[src/logic/lsb_params.svh]
`ifndef LSB_PARAMS_SVH
`define LSB_PARAMS_SVH

// prefix and opcode patterns, upper bits only where a w or d bit or the branch condition field follows
`define LSB_REP_PREFIX      8'hf2
`define LSB_AND_OP          6'h08
`define LSB_OR_OP           6'h02
`define LSB_XOR_OP          6'h0c
`define LSB_TEST_RM_OP      7'h42
`define LSB_GRP_TEST_OP     7'h7b
`define LSB_TEST_ACC_OP     7'h54
`define LSB_MOVE_OP         7'h52
`define LSB_INPUT_OP        7'h36
`define LSB_OUTPUT_OP       7'h37
`define LSB_COMPARE_OP      7'h53
`define LSB_SCAN_OP         7'h57
`define LSB_LOAD_OP         7'h56
`define LSB_STORE_OP        7'h55
`define LSB_BRANCH_NIB      4'h7

// branch opcodes, full byte
`define LSB_BR_EQ           8'h74
`define LSB_BR_NE           8'h75
`define LSB_BR_LT           8'h7c
`define LSB_BR_LE           8'h7e
`define LSB_BR_CARRY        8'h72
`define LSB_BR_BE           8'h76
`define LSB_BR_PE           8'h7a
`define LSB_BR_NC           8'h73
`define LSB_BR_GE           8'h7d
`define LSB_BR_ABOVE        8'h77

// branch condition field, opcode bits 3:1
`define LSB_CC_OVF          3'h0
`define LSB_CC_CARRY        3'h1
`define LSB_CC_ZERO         3'h2
`define LSB_CC_BELOW_EQ     3'h3
`define LSB_CC_SIGN         3'h4
`define LSB_CC_PARITY       3'h5
`define LSB_CC_LESS         3'h6
`define LSB_CC_LESS_EQ      3'h7

// modrm fields
`define LSB_MOD_REG         2'h3
`define LSB_MOD_DISP8       2'h1
`define LSB_MOD_DISP16      2'h2
`define LSB_RM_DIRECT       3'h6
`define LSB_TEST_REG_FIELD  3'h0

// clock counts
`define LSB_T_ONE           21'h1
`define LSB_T_LOGIC_MEM     21'h7
`define LSB_T_TEST_IMM_MEM  21'h8
`define LSB_T_BR_TAKEN      21'h9
`define LSB_T_MOVE          21'hd
`define LSB_T_IO            21'hd
`define LSB_T_COMPARE       21'h12
`define LSB_T_SCAN          21'hd
`define LSB_T_LOAD          21'hd
`define LSB_T_STORE         21'h7
`define LSB_R_MOVE_BASE     21'h4
`define LSB_R_IO_BASE       21'h5
`define LSB_R_CMP_BASE      21'h4
`define LSB_R_SCAN_BASE     21'h4
`define LSB_R_LOAD_BASE     21'h3
`define LSB_R_STORE_BASE    21'h4
`define LSB_R_MOVE_PER      21'h9
`define LSB_R_IO_PER        21'h9
`define LSB_R_CMP_PER       21'h12
`define LSB_R_SCAN_PER      21'hd
`define LSB_R_LOAD_PER      21'h9
`define LSB_R_STORE_PER     21'h3

`endif

[src/logic/lsb_pkg.sv]
package lsb_pkg;

  typedef enum logic [3:0] {
    LSB_K_NONE, LSB_K_LOGIC, LSB_K_TEST_RM, LSB_K_TEST_IMM, LSB_K_TEST_ACC,
    LSB_K_MOVE, LSB_K_INPUT, LSB_K_OUTPUT, LSB_K_COMPARE, LSB_K_SCAN,
    LSB_K_LOAD, LSB_K_STORE, LSB_K_BRANCH
  } lsb_kind_t;

  typedef enum logic [2:0] {
    LSB_S_OPCODE, LSB_S_MODRM, LSB_S_MDISP, LSB_S_IMM_LO, LSB_S_IMM_HI,
    LSB_S_BDISP, LSB_S_ISSUE, LSB_S_EXEC
  } lsb_state_t;

  typedef struct packed {
    lsb_state_t state;
    lsb_kind_t  kind;
    logic [7:0] opcode;
    logic       rep;
    logic       mem;
    logic [7:0] modrm;
    logic [15:0] imm;
    logic [15:0] disp;
    logic [1:0] disp_left;
    logic [20:0] cnt;
    logic [20:0] cycles;
    logic       op_valid;
    logic       taken;
    logic       illegal;
  } lsb_state_rec_t;

endpackage

[src/logic/lsb_decoder.sv]
`include "lsb_params.svh"

module lsb_decoder (
  input  wire logic              ref_clk,        // core clock
  input  wire logic              resetn,         // sync reset, active low
  input  wire logic              in_valid,       // instruction byte offered
  input  wire logic [7:0]        in_byte,        // instruction byte
  output logic                   in_ready,       // byte taken when valid
  input  wire logic              flag_zero,      // zero flag
  input  wire logic              flag_carry,     // carry flag
  input  wire logic              flag_sign,      // sign flag
  input  wire logic              flag_overflow,  // overflow flag
  input  wire logic              flag_parity,    // parity flag
  input  wire logic [15:0]       count_register, // repeat count
  output logic                   op_valid,       // decoded op pulse
  output lsb_pkg::lsb_kind_t     op_kind,        // decoded form
  output logic [7:0]             op_opcode,      // opcode byte
  output logic                   op_word,        // word operand
  output logic                   op_to_reg,      // d bit of logic ops
  output logic                   op_mem,         // memory operand
  output logic                   op_repeat,      // repeated string op
  output logic [7:0]             op_modrm,       // modrm byte
  output logic [15:0]            op_imm,         // immediate data
  output logic [15:0]            op_disp,        // displacement
  output logic                   op_taken,       // branch taken
  output logic [20:0]            op_cycles,      // execution clocks
  output logic                   exec_busy,      // execution under way
  output logic                   exec_done,      // last execution clock
  output logic                   op_illegal      // byte not decoded here
);

  lsb_pkg::lsb_state_rec_t r_reg;
  lsb_pkg::lsb_state_rec_t r_next;
  logic [20:0]             calc_cycles;
  logic                    br_taken;
  logic                    take;
  logic                    is_string;
  logic [1:0]              mdisp;

  lsb_branch_eval u_branch (
    .opcode        (r_reg.opcode),
    .flag_zero     (flag_zero),
    .flag_carry    (flag_carry),
    .flag_sign     (flag_sign),
    .flag_overflow (flag_overflow),
    .flag_parity   (flag_parity),
    .taken         (br_taken)
  );

  lsb_clock_calc u_calc (
    .kind   (r_reg.kind),
    .mem    (r_reg.mem),
    .rep    (r_reg.rep),
    .taken  (br_taken),
    .count  (count_register),
    .cycles (calc_cycles)
  );

  assign in_ready  = (r_reg.state != lsb_pkg::LSB_S_ISSUE) &&
                     (r_reg.state != lsb_pkg::LSB_S_EXEC);
  assign take      = in_valid && in_ready;
  assign exec_busy = (r_reg.state == lsb_pkg::LSB_S_EXEC);
  assign exec_done = exec_busy && (r_reg.cnt == `LSB_T_ONE);

  // displacement bytes that follow a memory modrm
  always_comb begin
    mdisp = 2'h0;
    if (in_byte[7:6] == `LSB_MOD_DISP8)
      mdisp = 2'h1;
    else if (in_byte[7:6] == `LSB_MOD_DISP16)
      mdisp = 2'h2;
    else if (in_byte[7:6] == 2'h0 && in_byte[2:0] == `LSB_RM_DIRECT)
      mdisp = 2'h2;
  end

  always_comb begin
    r_next          = r_reg;
    r_next.op_valid = 1'b0;
    r_next.illegal  = 1'b0;
    is_string       = 1'b0;
    unique case (r_reg.state)
      lsb_pkg::LSB_S_OPCODE: begin
        if (take) begin
          r_next.opcode = in_byte;
          r_next.mem    = 1'b0;
          r_next.imm    = 16'h0;
          r_next.disp   = 16'h0;
          r_next.modrm  = 8'h0;
          r_next.kind   = lsb_pkg::LSB_K_NONE;
          if (in_byte == `LSB_REP_PREFIX) begin
            r_next.rep = 1'b1;
          end else if (in_byte[7:2] == `LSB_AND_OP || in_byte[7:2] == `LSB_OR_OP ||
                       in_byte[7:2] == `LSB_XOR_OP) begin
            r_next.kind  = lsb_pkg::LSB_K_LOGIC;
            r_next.state = lsb_pkg::LSB_S_MODRM;
          end else if (in_byte[7:1] == `LSB_TEST_RM_OP) begin
            r_next.kind  = lsb_pkg::LSB_K_TEST_RM;
            r_next.state = lsb_pkg::LSB_S_MODRM;
          end else if (in_byte[7:1] == `LSB_GRP_TEST_OP) begin
            r_next.kind  = lsb_pkg::LSB_K_TEST_IMM;
            r_next.state = lsb_pkg::LSB_S_MODRM;
          end else if (in_byte[7:1] == `LSB_TEST_ACC_OP) begin
            r_next.kind  = lsb_pkg::LSB_K_TEST_ACC;
            r_next.state = lsb_pkg::LSB_S_IMM_LO;
          end else if (in_byte[7:4] == `LSB_BRANCH_NIB) begin
            r_next.kind  = lsb_pkg::LSB_K_BRANCH;
            r_next.state = lsb_pkg::LSB_S_BDISP;
          end else begin
            is_string = 1'b1;
            unique case (in_byte[7:1])
              `LSB_MOVE_OP:    r_next.kind = lsb_pkg::LSB_K_MOVE;
              `LSB_INPUT_OP:   r_next.kind = lsb_pkg::LSB_K_INPUT;
              `LSB_OUTPUT_OP:  r_next.kind = lsb_pkg::LSB_K_OUTPUT;
              `LSB_COMPARE_OP: r_next.kind = lsb_pkg::LSB_K_COMPARE;
              `LSB_SCAN_OP:    r_next.kind = lsb_pkg::LSB_K_SCAN;
              `LSB_LOAD_OP:    r_next.kind = lsb_pkg::LSB_K_LOAD;
              `LSB_STORE_OP:   r_next.kind = lsb_pkg::LSB_K_STORE;
              default:         is_string   = 1'b0;
            endcase
            if (is_string) begin
              r_next.state = lsb_pkg::LSB_S_ISSUE;
            end else begin
              r_next.illegal = 1'b1;
              r_next.rep     = 1'b0;
            end
          end
          // a prefix ahead of a non-string form is dropped
          if (in_byte != `LSB_REP_PREFIX && !is_string)
            r_next.rep = 1'b0;
        end
      end
      lsb_pkg::LSB_S_MODRM: begin
        if (take) begin
          r_next.modrm     = in_byte;
          r_next.mem       = (in_byte[7:6] != `LSB_MOD_REG);
          r_next.disp_left = (in_byte[7:6] == `LSB_MOD_REG) ? 2'h0 : mdisp;
          if (r_reg.kind == lsb_pkg::LSB_K_TEST_IMM &&
              in_byte[5:3] != `LSB_TEST_REG_FIELD) begin
            // other reg fields of this opcode belong to other units
            r_next.illegal = 1'b1;
            r_next.state   = lsb_pkg::LSB_S_OPCODE;
          end else if (in_byte[7:6] != `LSB_MOD_REG && mdisp != 2'h0) begin
            r_next.state = lsb_pkg::LSB_S_MDISP;
          end else if (r_reg.kind == lsb_pkg::LSB_K_TEST_IMM) begin
            r_next.state = lsb_pkg::LSB_S_IMM_LO;
          end else begin
            r_next.state = lsb_pkg::LSB_S_ISSUE;
          end
        end
      end
      lsb_pkg::LSB_S_MDISP: begin
        if (take) begin
          if (r_reg.disp_left == 2'h2)
            r_next.disp[7:0] = in_byte;
          else if (r_reg.modrm[7:6] == `LSB_MOD_DISP8)
            r_next.disp = {{8{in_byte[7]}}, in_byte};
          else
            r_next.disp[15:8] = in_byte;
          r_next.disp_left = r_reg.disp_left - 2'h1;
          if (r_reg.disp_left == 2'h1)
            r_next.state = (r_reg.kind == lsb_pkg::LSB_K_TEST_IMM) ?
                           lsb_pkg::LSB_S_IMM_LO : lsb_pkg::LSB_S_ISSUE;
        end
      end
      lsb_pkg::LSB_S_IMM_LO: begin
        if (take) begin
          r_next.imm = {8'h0, in_byte};
          // second immediate byte only for word forms
          r_next.state = r_reg.opcode[0] ? lsb_pkg::LSB_S_IMM_HI :
                         lsb_pkg::LSB_S_ISSUE;
        end
      end
      lsb_pkg::LSB_S_IMM_HI: begin
        if (take) begin
          r_next.imm[15:8] = in_byte;
          r_next.state     = lsb_pkg::LSB_S_ISSUE;
        end
      end
      lsb_pkg::LSB_S_BDISP: begin
        if (take) begin
          r_next.disp  = {{8{in_byte[7]}}, in_byte};
          r_next.state = lsb_pkg::LSB_S_ISSUE;
        end
      end
      lsb_pkg::LSB_S_ISSUE: begin
        // flags and count sampled here, after the last byte
        r_next.cycles   = calc_cycles;
        r_next.cnt      = calc_cycles;
        r_next.taken    = (r_reg.kind == lsb_pkg::LSB_K_BRANCH) && br_taken;
        r_next.op_valid = 1'b1;
        r_next.state    = lsb_pkg::LSB_S_EXEC;
      end
      lsb_pkg::LSB_S_EXEC: begin
        r_next.cnt = r_reg.cnt - `LSB_T_ONE;
        if (r_reg.cnt == `LSB_T_ONE) begin
          r_next.state = lsb_pkg::LSB_S_OPCODE;
          r_next.rep   = 1'b0;
        end
      end
    endcase
  end

  always_ff @(posedge ref_clk) begin
    if (!resetn) begin
      r_reg <= '{state: lsb_pkg::LSB_S_OPCODE, kind: lsb_pkg::LSB_K_NONE,
                 default: '0};
    end else begin
      r_reg <= r_next;
    end
  end

  assign op_valid   = r_reg.op_valid;
  assign op_kind    = r_reg.kind;
  assign op_opcode  = r_reg.opcode;
  // branches carry no w bit
  assign op_word    = (r_reg.kind != lsb_pkg::LSB_K_BRANCH) &&
                      (r_reg.kind != lsb_pkg::LSB_K_NONE) && r_reg.opcode[0];
  assign op_to_reg  = (r_reg.kind == lsb_pkg::LSB_K_LOGIC) && r_reg.opcode[1];
  assign op_mem     = r_reg.mem;
  assign op_repeat  = r_reg.rep;
  assign op_modrm   = r_reg.modrm;
  assign op_imm     = r_reg.imm;
  assign op_disp    = r_reg.disp;
  assign op_taken   = r_reg.taken;
  assign op_cycles  = r_reg.cycles;
  assign op_illegal = r_reg.illegal;

  logic_timing_a: assert property (@(posedge ref_clk) disable iff (!resetn)
    op_valid && op_kind == lsb_pkg::LSB_K_LOGIC |-> op_cycles == (op_mem ? 21'h7 : 21'h1))
    else $error("logic op clock count wrong");

  test_reg_a: assert property (@(posedge ref_clk) disable iff (!resetn)
    op_valid && op_kind == lsb_pkg::LSB_K_TEST_RM && op_mem |-> ##6 exec_done)
    else $error("memory test did not end after 7 clocks");

  test_imm_a: assert property (@(posedge ref_clk) disable iff (!resetn)
    op_valid && op_kind == lsb_pkg::LSB_K_TEST_IMM
    |-> op_cycles == (op_mem ? 21'h8 : 21'h1) && op_modrm[5:3] == 3'h0)
    else $error("immediate test decode wrong");

  acc_test_a: assert property (@(posedge ref_clk) disable iff (!resetn)
    op_valid && op_kind == lsb_pkg::LSB_K_TEST_ACC |-> exec_done ##1 in_ready)
    else $error("accumulator test not one clock");

  move_single_a: assert property (@(posedge ref_clk) disable iff (!resetn)
    op_valid && op_kind == lsb_pkg::LSB_K_MOVE && !op_repeat |-> (!exec_done)[*8] ##5 exec_done)
    else $error("move string not 13 clocks");

  store_rep_a: assert property (@(posedge ref_clk) disable iff (!resetn)
    op_valid && op_kind == lsb_pkg::LSB_K_STORE && op_repeat
    |-> op_cycles == 21'h4 + 21'h3 * {5'h0, $past(count_register)})
    else $error("repeated store clock count wrong");

  compare_rep_a: assert property (@(posedge ref_clk) disable iff (!resetn)
    op_valid && op_kind == lsb_pkg::LSB_K_COMPARE && op_repeat
    |-> op_cycles == 21'h4 + 21'h12 * {5'h0, $past(count_register)})
    else $error("repeated compare clock count wrong");

  branch_cycles_a: assert property (@(posedge ref_clk) disable iff (!resetn)
    op_valid && op_kind == lsb_pkg::LSB_K_BRANCH |-> op_cycles == (op_taken ? 21'h9 : 21'h1))
    else $error("branch clock count wrong");

  branch_ne_a: assert property (@(posedge ref_clk) disable iff (!resetn)
    op_valid && op_opcode == `LSB_BR_NE && op_kind == lsb_pkg::LSB_K_BRANCH
    |-> op_taken == !$past(flag_zero))
    else $error("not-equal branch decision wrong");

  branch_lt_a: assert property (@(posedge ref_clk) disable iff (!resetn)
    op_valid && op_opcode == `LSB_BR_LT && op_kind == lsb_pkg::LSB_K_BRANCH
    |-> op_taken == ($past(flag_sign) ^ $past(flag_overflow)))
    else $error("signed less branch decision wrong");

  branch_above_a: assert property (@(posedge ref_clk) disable iff (!resetn)
    op_valid && op_opcode == `LSB_BR_ABOVE && op_kind == lsb_pkg::LSB_K_BRANCH
    |-> op_taken == !($past(flag_carry) || $past(flag_zero)))
    else $error("above branch decision wrong");

endmodule

[src/logic/lsb_branch_eval.sv]
`include "lsb_params.svh"

module lsb_branch_eval (
  input  wire logic [7:0] opcode,        // branch opcode byte
  input  wire logic       flag_zero,     // zero flag
  input  wire logic       flag_carry,    // carry flag
  input  wire logic       flag_sign,     // sign flag
  input  wire logic       flag_overflow, // overflow flag
  input  wire logic       flag_parity,   // parity flag, high on even
  output logic            taken          // condition holds
);

  logic cond;

  always_comb begin
    unique case (opcode[3:1])
      `LSB_CC_OVF:      cond = flag_overflow;
      `LSB_CC_CARRY:    cond = flag_carry;
      `LSB_CC_ZERO:     cond = flag_zero;
      `LSB_CC_BELOW_EQ: cond = flag_carry | flag_zero;
      `LSB_CC_SIGN:     cond = flag_sign;
      `LSB_CC_PARITY:   cond = flag_parity;
      `LSB_CC_LESS:     cond = flag_sign ^ flag_overflow;
      `LSB_CC_LESS_EQ:  cond = flag_zero | (flag_sign ^ flag_overflow);
    endcase
  end

  // low opcode bit selects the complementary branch
  assign taken = cond ^ opcode[0];
endmodule

[src/logic/lsb_clock_calc.sv]
`include "lsb_params.svh"

module lsb_clock_calc (
  input  wire lsb_pkg::lsb_kind_t kind,      // decoded form
  input  wire logic               mem,       // memory operand
  input  wire logic               rep,       // repeat prefix seen
  input  wire logic               taken,     // branch condition holds
  input  wire logic [15:0]        count,     // count_register value
  output logic [20:0]             cycles     // execution clocks
);

  logic [20:0] single;
  logic [20:0] base;
  logic [20:0] per;
  logic        is_string;

  always_comb begin
    single    = `LSB_T_ONE;
    base      = `LSB_T_ONE;
    per       = `LSB_T_ONE;
    is_string = 1'b1;
    unique case (kind)
      lsb_pkg::LSB_K_MOVE:    begin single = `LSB_T_MOVE; base = `LSB_R_MOVE_BASE;
                                per = `LSB_R_MOVE_PER; end
      lsb_pkg::LSB_K_INPUT,
      lsb_pkg::LSB_K_OUTPUT:  begin single = `LSB_T_IO; base = `LSB_R_IO_BASE;
                                per = `LSB_R_IO_PER; end
      lsb_pkg::LSB_K_COMPARE: begin single = `LSB_T_COMPARE; base = `LSB_R_CMP_BASE;
                                per = `LSB_R_CMP_PER; end
      lsb_pkg::LSB_K_SCAN:    begin single = `LSB_T_SCAN; base = `LSB_R_SCAN_BASE;
                                per = `LSB_R_SCAN_PER; end
      lsb_pkg::LSB_K_LOAD:    begin single = `LSB_T_LOAD; base = `LSB_R_LOAD_BASE;
                                per = `LSB_R_LOAD_PER; end
      lsb_pkg::LSB_K_STORE:   begin single = `LSB_T_STORE; base = `LSB_R_STORE_BASE;
                                per = `LSB_R_STORE_PER; end
      lsb_pkg::LSB_K_LOGIC,
      lsb_pkg::LSB_K_TEST_RM: begin is_string = 1'b0;
                                single = mem ? `LSB_T_LOGIC_MEM : `LSB_T_ONE; end
      lsb_pkg::LSB_K_TEST_IMM: begin is_string = 1'b0;
                                single = mem ? `LSB_T_TEST_IMM_MEM : `LSB_T_ONE; end
      lsb_pkg::LSB_K_BRANCH:  begin is_string = 1'b0;
                                single = taken ? `LSB_T_BR_TAKEN : `LSB_T_ONE; end
      lsb_pkg::LSB_K_TEST_ACC,
      lsb_pkg::LSB_K_NONE:    is_string = 1'b0;
    endcase
    // 21 bits hold the slowest repeat at full count
    if (is_string && rep)
      cycles = base + per * {5'h0, count};
    else
      cycles = single;
  end
endmodule

[config.mk]
export PLATFORM = sky130hd
export DESIGN_NAME = lsb_decoder
export DESIGN_NICKNAME = d
export VERILOG_FILES = /design/src/logic/lsb_pkg.sv /design/src/logic/lsb_decoder.sv /design/src/logic/lsb_branch_eval.sv /design/src/logic/lsb_clock_calc.sv
export VERILOG_INCLUDE_DIRS = /design/src /design/src/logic
export SDC_FILE = /design/constraint.sdc
export NUM_CORES = 1
export LEC_CHECK = 0
export BUFFER_PORTS_ARGS = -buffer_cell sky130_fd_sc_hd__buf_2
export CAP_MARGIN = 5
export CORE_ASPECT_RATIO = 1.75
export CORE_UTILIZATION = 45
export DETAILED_ROUTE_END_ITERATION = 10
export SLEW_MARGIN = 0
export SYNTH_ARGS = -nofsm -noshare
export SYNTH_HDL_FRONTEND = slang
export SYNTH_SLANG_ARGS = --single-unit
[constraint.sdc]
create_clock -name ref_clk -period 6.05 [get_ports ref_clk]
set_input_delay 1.21 -clock ref_clk [delete_from_list [all_inputs] [get_ports ref_clk]]
set_output_delay 1.21 -clock ref_clk [all_outputs]
set_load 0.005 [all_outputs]
==> summary.txt <==
Yosys
  • Seq cells post-synth: 104
  • Post-synthesis sequential area ratio: 0.236
  • Count leader, synth: nand2_1
  • Primary FF master, synth: dfxtp_1
  • Syn_nets: 1228
  • Post-Syn Instances: 1105
  • Yosys warning count: 0
  • Syn Std Cell Area: 8830 um2
  • Share of the synthesized area in the top cell type: 0.236
  • Yosys top cell by area: dfxtp_1
  • Synth async-reset ratio: 0
  • Distinct cells, synth: 81
  • Syn Area/Cell: 7.99 um2
  • Post-synth EDFFs: 0
  • Largest cells by area after synthesis: dfxtp_1 (24%), fa_1 (10%), ha_1 (6.5%), buf_4 (6.2%), nand2_1 (5.6%)
  • Most instantiated cells after synthesis: nand2_1 (131), dfxtp_1 (104), inv_1 (99)

Setup path
  • CP max FO: 17
  • Cell mode on critical path: fa_1
  • Crit-path cells: nor2_1 -> a211oi_1 -> buf_4 -> and2_1 -> fa_1 -> fa_1 -> inv_1 -> fa_1 -> inv_1 -> ha_1 -> o211ai_1 -> a21oi_1 -> a211oi_2 -> o211ai_1 -> nor4b_1 -> mux2i_1 -> nand4_1
  • CP Capture Type: register
  • Critical Path RT: 6290 ps
  • Family with the most delay on the worst path: adder cells
  • WP data arrival: 5420 ps
  • CP Class: reg -> reg
  • CP max-delay cell: dfxtp_1
  • Startpoint types: register
  • CP peak stage delay: 570 ps
  • Worst Path Buf+Inv: 3

Power and ir drop
  • Combinational power share: 0.231
  • Switching Power: 0.000568 W
  • Sequential share of power: 0.431
  • Clock Power Share: 0.338
  • Tot Pwr: 0.00171 W
  • Maximum vdd ir drop: 0.000129 V
  • Internal power: 0.00114 W
  • Leakage: 4.23 nW
  • Pwr per Cell Area: 185 nW/um2
  • Sw frac: 0.332

Route
  • Wirelength per Cell: 16.9 um
  • Initial DRC Count: 353
  • Final WL: 22900 um
  • DR vias/cell: 5.53
  • DRC viols: 0
  • ANT nets after route: 0
  • Total number of vias: 7474
  • Detailed Routing Iterations Pass 1: 5

Timing
  • Post-route clock period utilization: 0.857
  • Final Hold Fails: 0
  • Fmax: 0.193 GHz
  • Worst-Margin Slew: 888 ps
  • Final setup fails: 0
  • Max-slew violations: 0
  • Fin crit period: 5180 ps
  • Layout Skew: 12.7 ps
  • Unrepaired setup endpoints after global routing: no
  • Slew margin rel.: 0.403
  • Fin Setup TNS: 0 ps
  • Final worst slack: 867 ps

Finish
  • Fill count: 1973
  • Share of cells above drive strength 1: 0.145
  • Final Net Count: 1229
  • Area growth syn-to-layout: 4.56%
  • Final std cells w/o fill: 1352
  • # diodes: 0
  • Post-Layout Inst Area: 9230 um2
  • Max reg flops: 26

Global routing
  • Top Usage Layer GRT: met2
  • Pin count of the biggest net entering global routing: 65
  • First-pass GRT wire length: 37500 um
  • Vias in the first global route: 7618
  • GRT Residual Overflow: 0
  • Total global-route track usage: 0.238
  • GRT met3 Usage: 0.0265
  • Met2 usage: 0.471
  • Grt met1 use: 0.232
  • Initial antenna violation count: 0

Placement
  • Placed cell count: 1336
  • Pre-CTS setup slack: 743 ps
  • DP Area: 8940 um2
  • Placer Congestion: 0.882
  • DP HPWL: 17700 um
  • # port buffers: 114

Clock network
  • Post-CTS Repair Setup Buffers: 0
  • CTS tree: built
  • Max H-tree Level: 3
  • Post-cts sizing count: 0
  • Num CTS Buffers: 9
  • Clk slew on worst S/H paths: 80 ps
  • CTS Hold Buffers Added: 0
  • Root buffer cell: clkbuf_16
  • Clk_lat worst skew: 360 ps
  • Maximum clock insertion buffer count: 2
  • # clock sinks: 104

Die
  • Row count: 67
  • Top-Level Pins: 115
  • Die extent in y: 187 um
  • Die W: 108 um
  • CORE AREA: 19200 um2
  • Starting Density: 0.460
  • Die footprint: 20200 um2

Min path
  • Worst hold-check path type: reg -> reg

Status
  • Status: finished, final reports clean

Run
  • Max-cap viol count: 0
## cells in the final DEF (no fill, tap or decap), drive strengths merged, types with 14 or more instances in the layout
| master | instances |
|---|---|
| a21boi | 51 |
| a21oi | 45 |
| and2 | 63 |
| buf | 124 |
| dfxtp | 104 |
| fa | 45 |
| ha | 46 |
| inv | 103 |
| nand2 | 132 |
| nand3 | 36 |
| nand4 | 14 |
| nor2 | 40 |
| nor2b | 35 |
| nor3 | 16 |
| o21ai | 59 |
## per-stage QoR
stage	util	hold WS (ps)
3_3_place_gp	0.466	430
6_report	0.481	445
2_1_floorplan	-	423
5_1_grt	0.481	484
4_1_cts	0.481	450
3_5_place_dp	0.466	434
## cell type report
| class | count | area (um2) | share of cell area |
|---|---|---|---|
| repair buffers | 124 | 646 | 0.0699 |
| inverters | 100 | 375 | 0.0407 |
| clock buffers | 10 | 229 | 0.0248 |
| clock inverters | 6 | 61.3 | 0.00664 |
| multi-input cells | 767 | 5540 | 0.600 |
| flip-flops and latches | 104 | 2080 | 0.226 |
| well taps | 241 | 302 | 0.0327 |
## worst min-delay path, stage by stage, from the launching register on
cell,delay (ps)
dfxtp_1,310
nand2_1,50
nand2_1,40
## cell families after synthesis
kind of cell,synth area share
AO/OA/AOI/OAI,0.191
multiplexers,0.0118
AND/OR/NAND/NOR,0.236
adder cells (fa/ha/maj),0.168
XOR/XNOR,0.0188
flip-flops,0.236
buffers and inverters,0.138
## power by group through the flow
stage	sequential, W	combinational, W	clock, W
after floorplan	0.000737	0.000313	0
after global placement	0.000753	0.000394	0
after detailed placement	0.000754	0.000397	0
after CTS	0.000738	0.000399	0.000592
after global routing	0.000743	0.000444	0.000618
final	0.000738	0.000395	0.000577
## path summary, 6_finish.rpt
path / from / to / slack, ps / cells after the start
min: op_cycles[12]$_SDFFE_PN0P_ / op_cycles[12]$_SDFFE_PN0P_ / 440 / 2
max: op_kind[1]$_SDFFE_PN0P_ / r_reg[44]$_SDFFE_PN0N_ / 870 / 17
min reg2reg: op_cycles[12]$_SDFFE_PN0P_ / op_cycles[12]$_SDFFE_PN0P_ / 440 / 2
max reg2reg: op_kind[1]$_SDFFE_PN0P_ / r_reg[44]$_SDFFE_PN0N_ / 870 / 17
## layer usage
layer	vias to the layer above	share of wire
li1	3665	-
met1	3565	0.37
met2	184	0.56
met3	60	0.029
met4	0	0.047
met5	-	0
No activity file was read; power rests on OpenSTA's default activity.
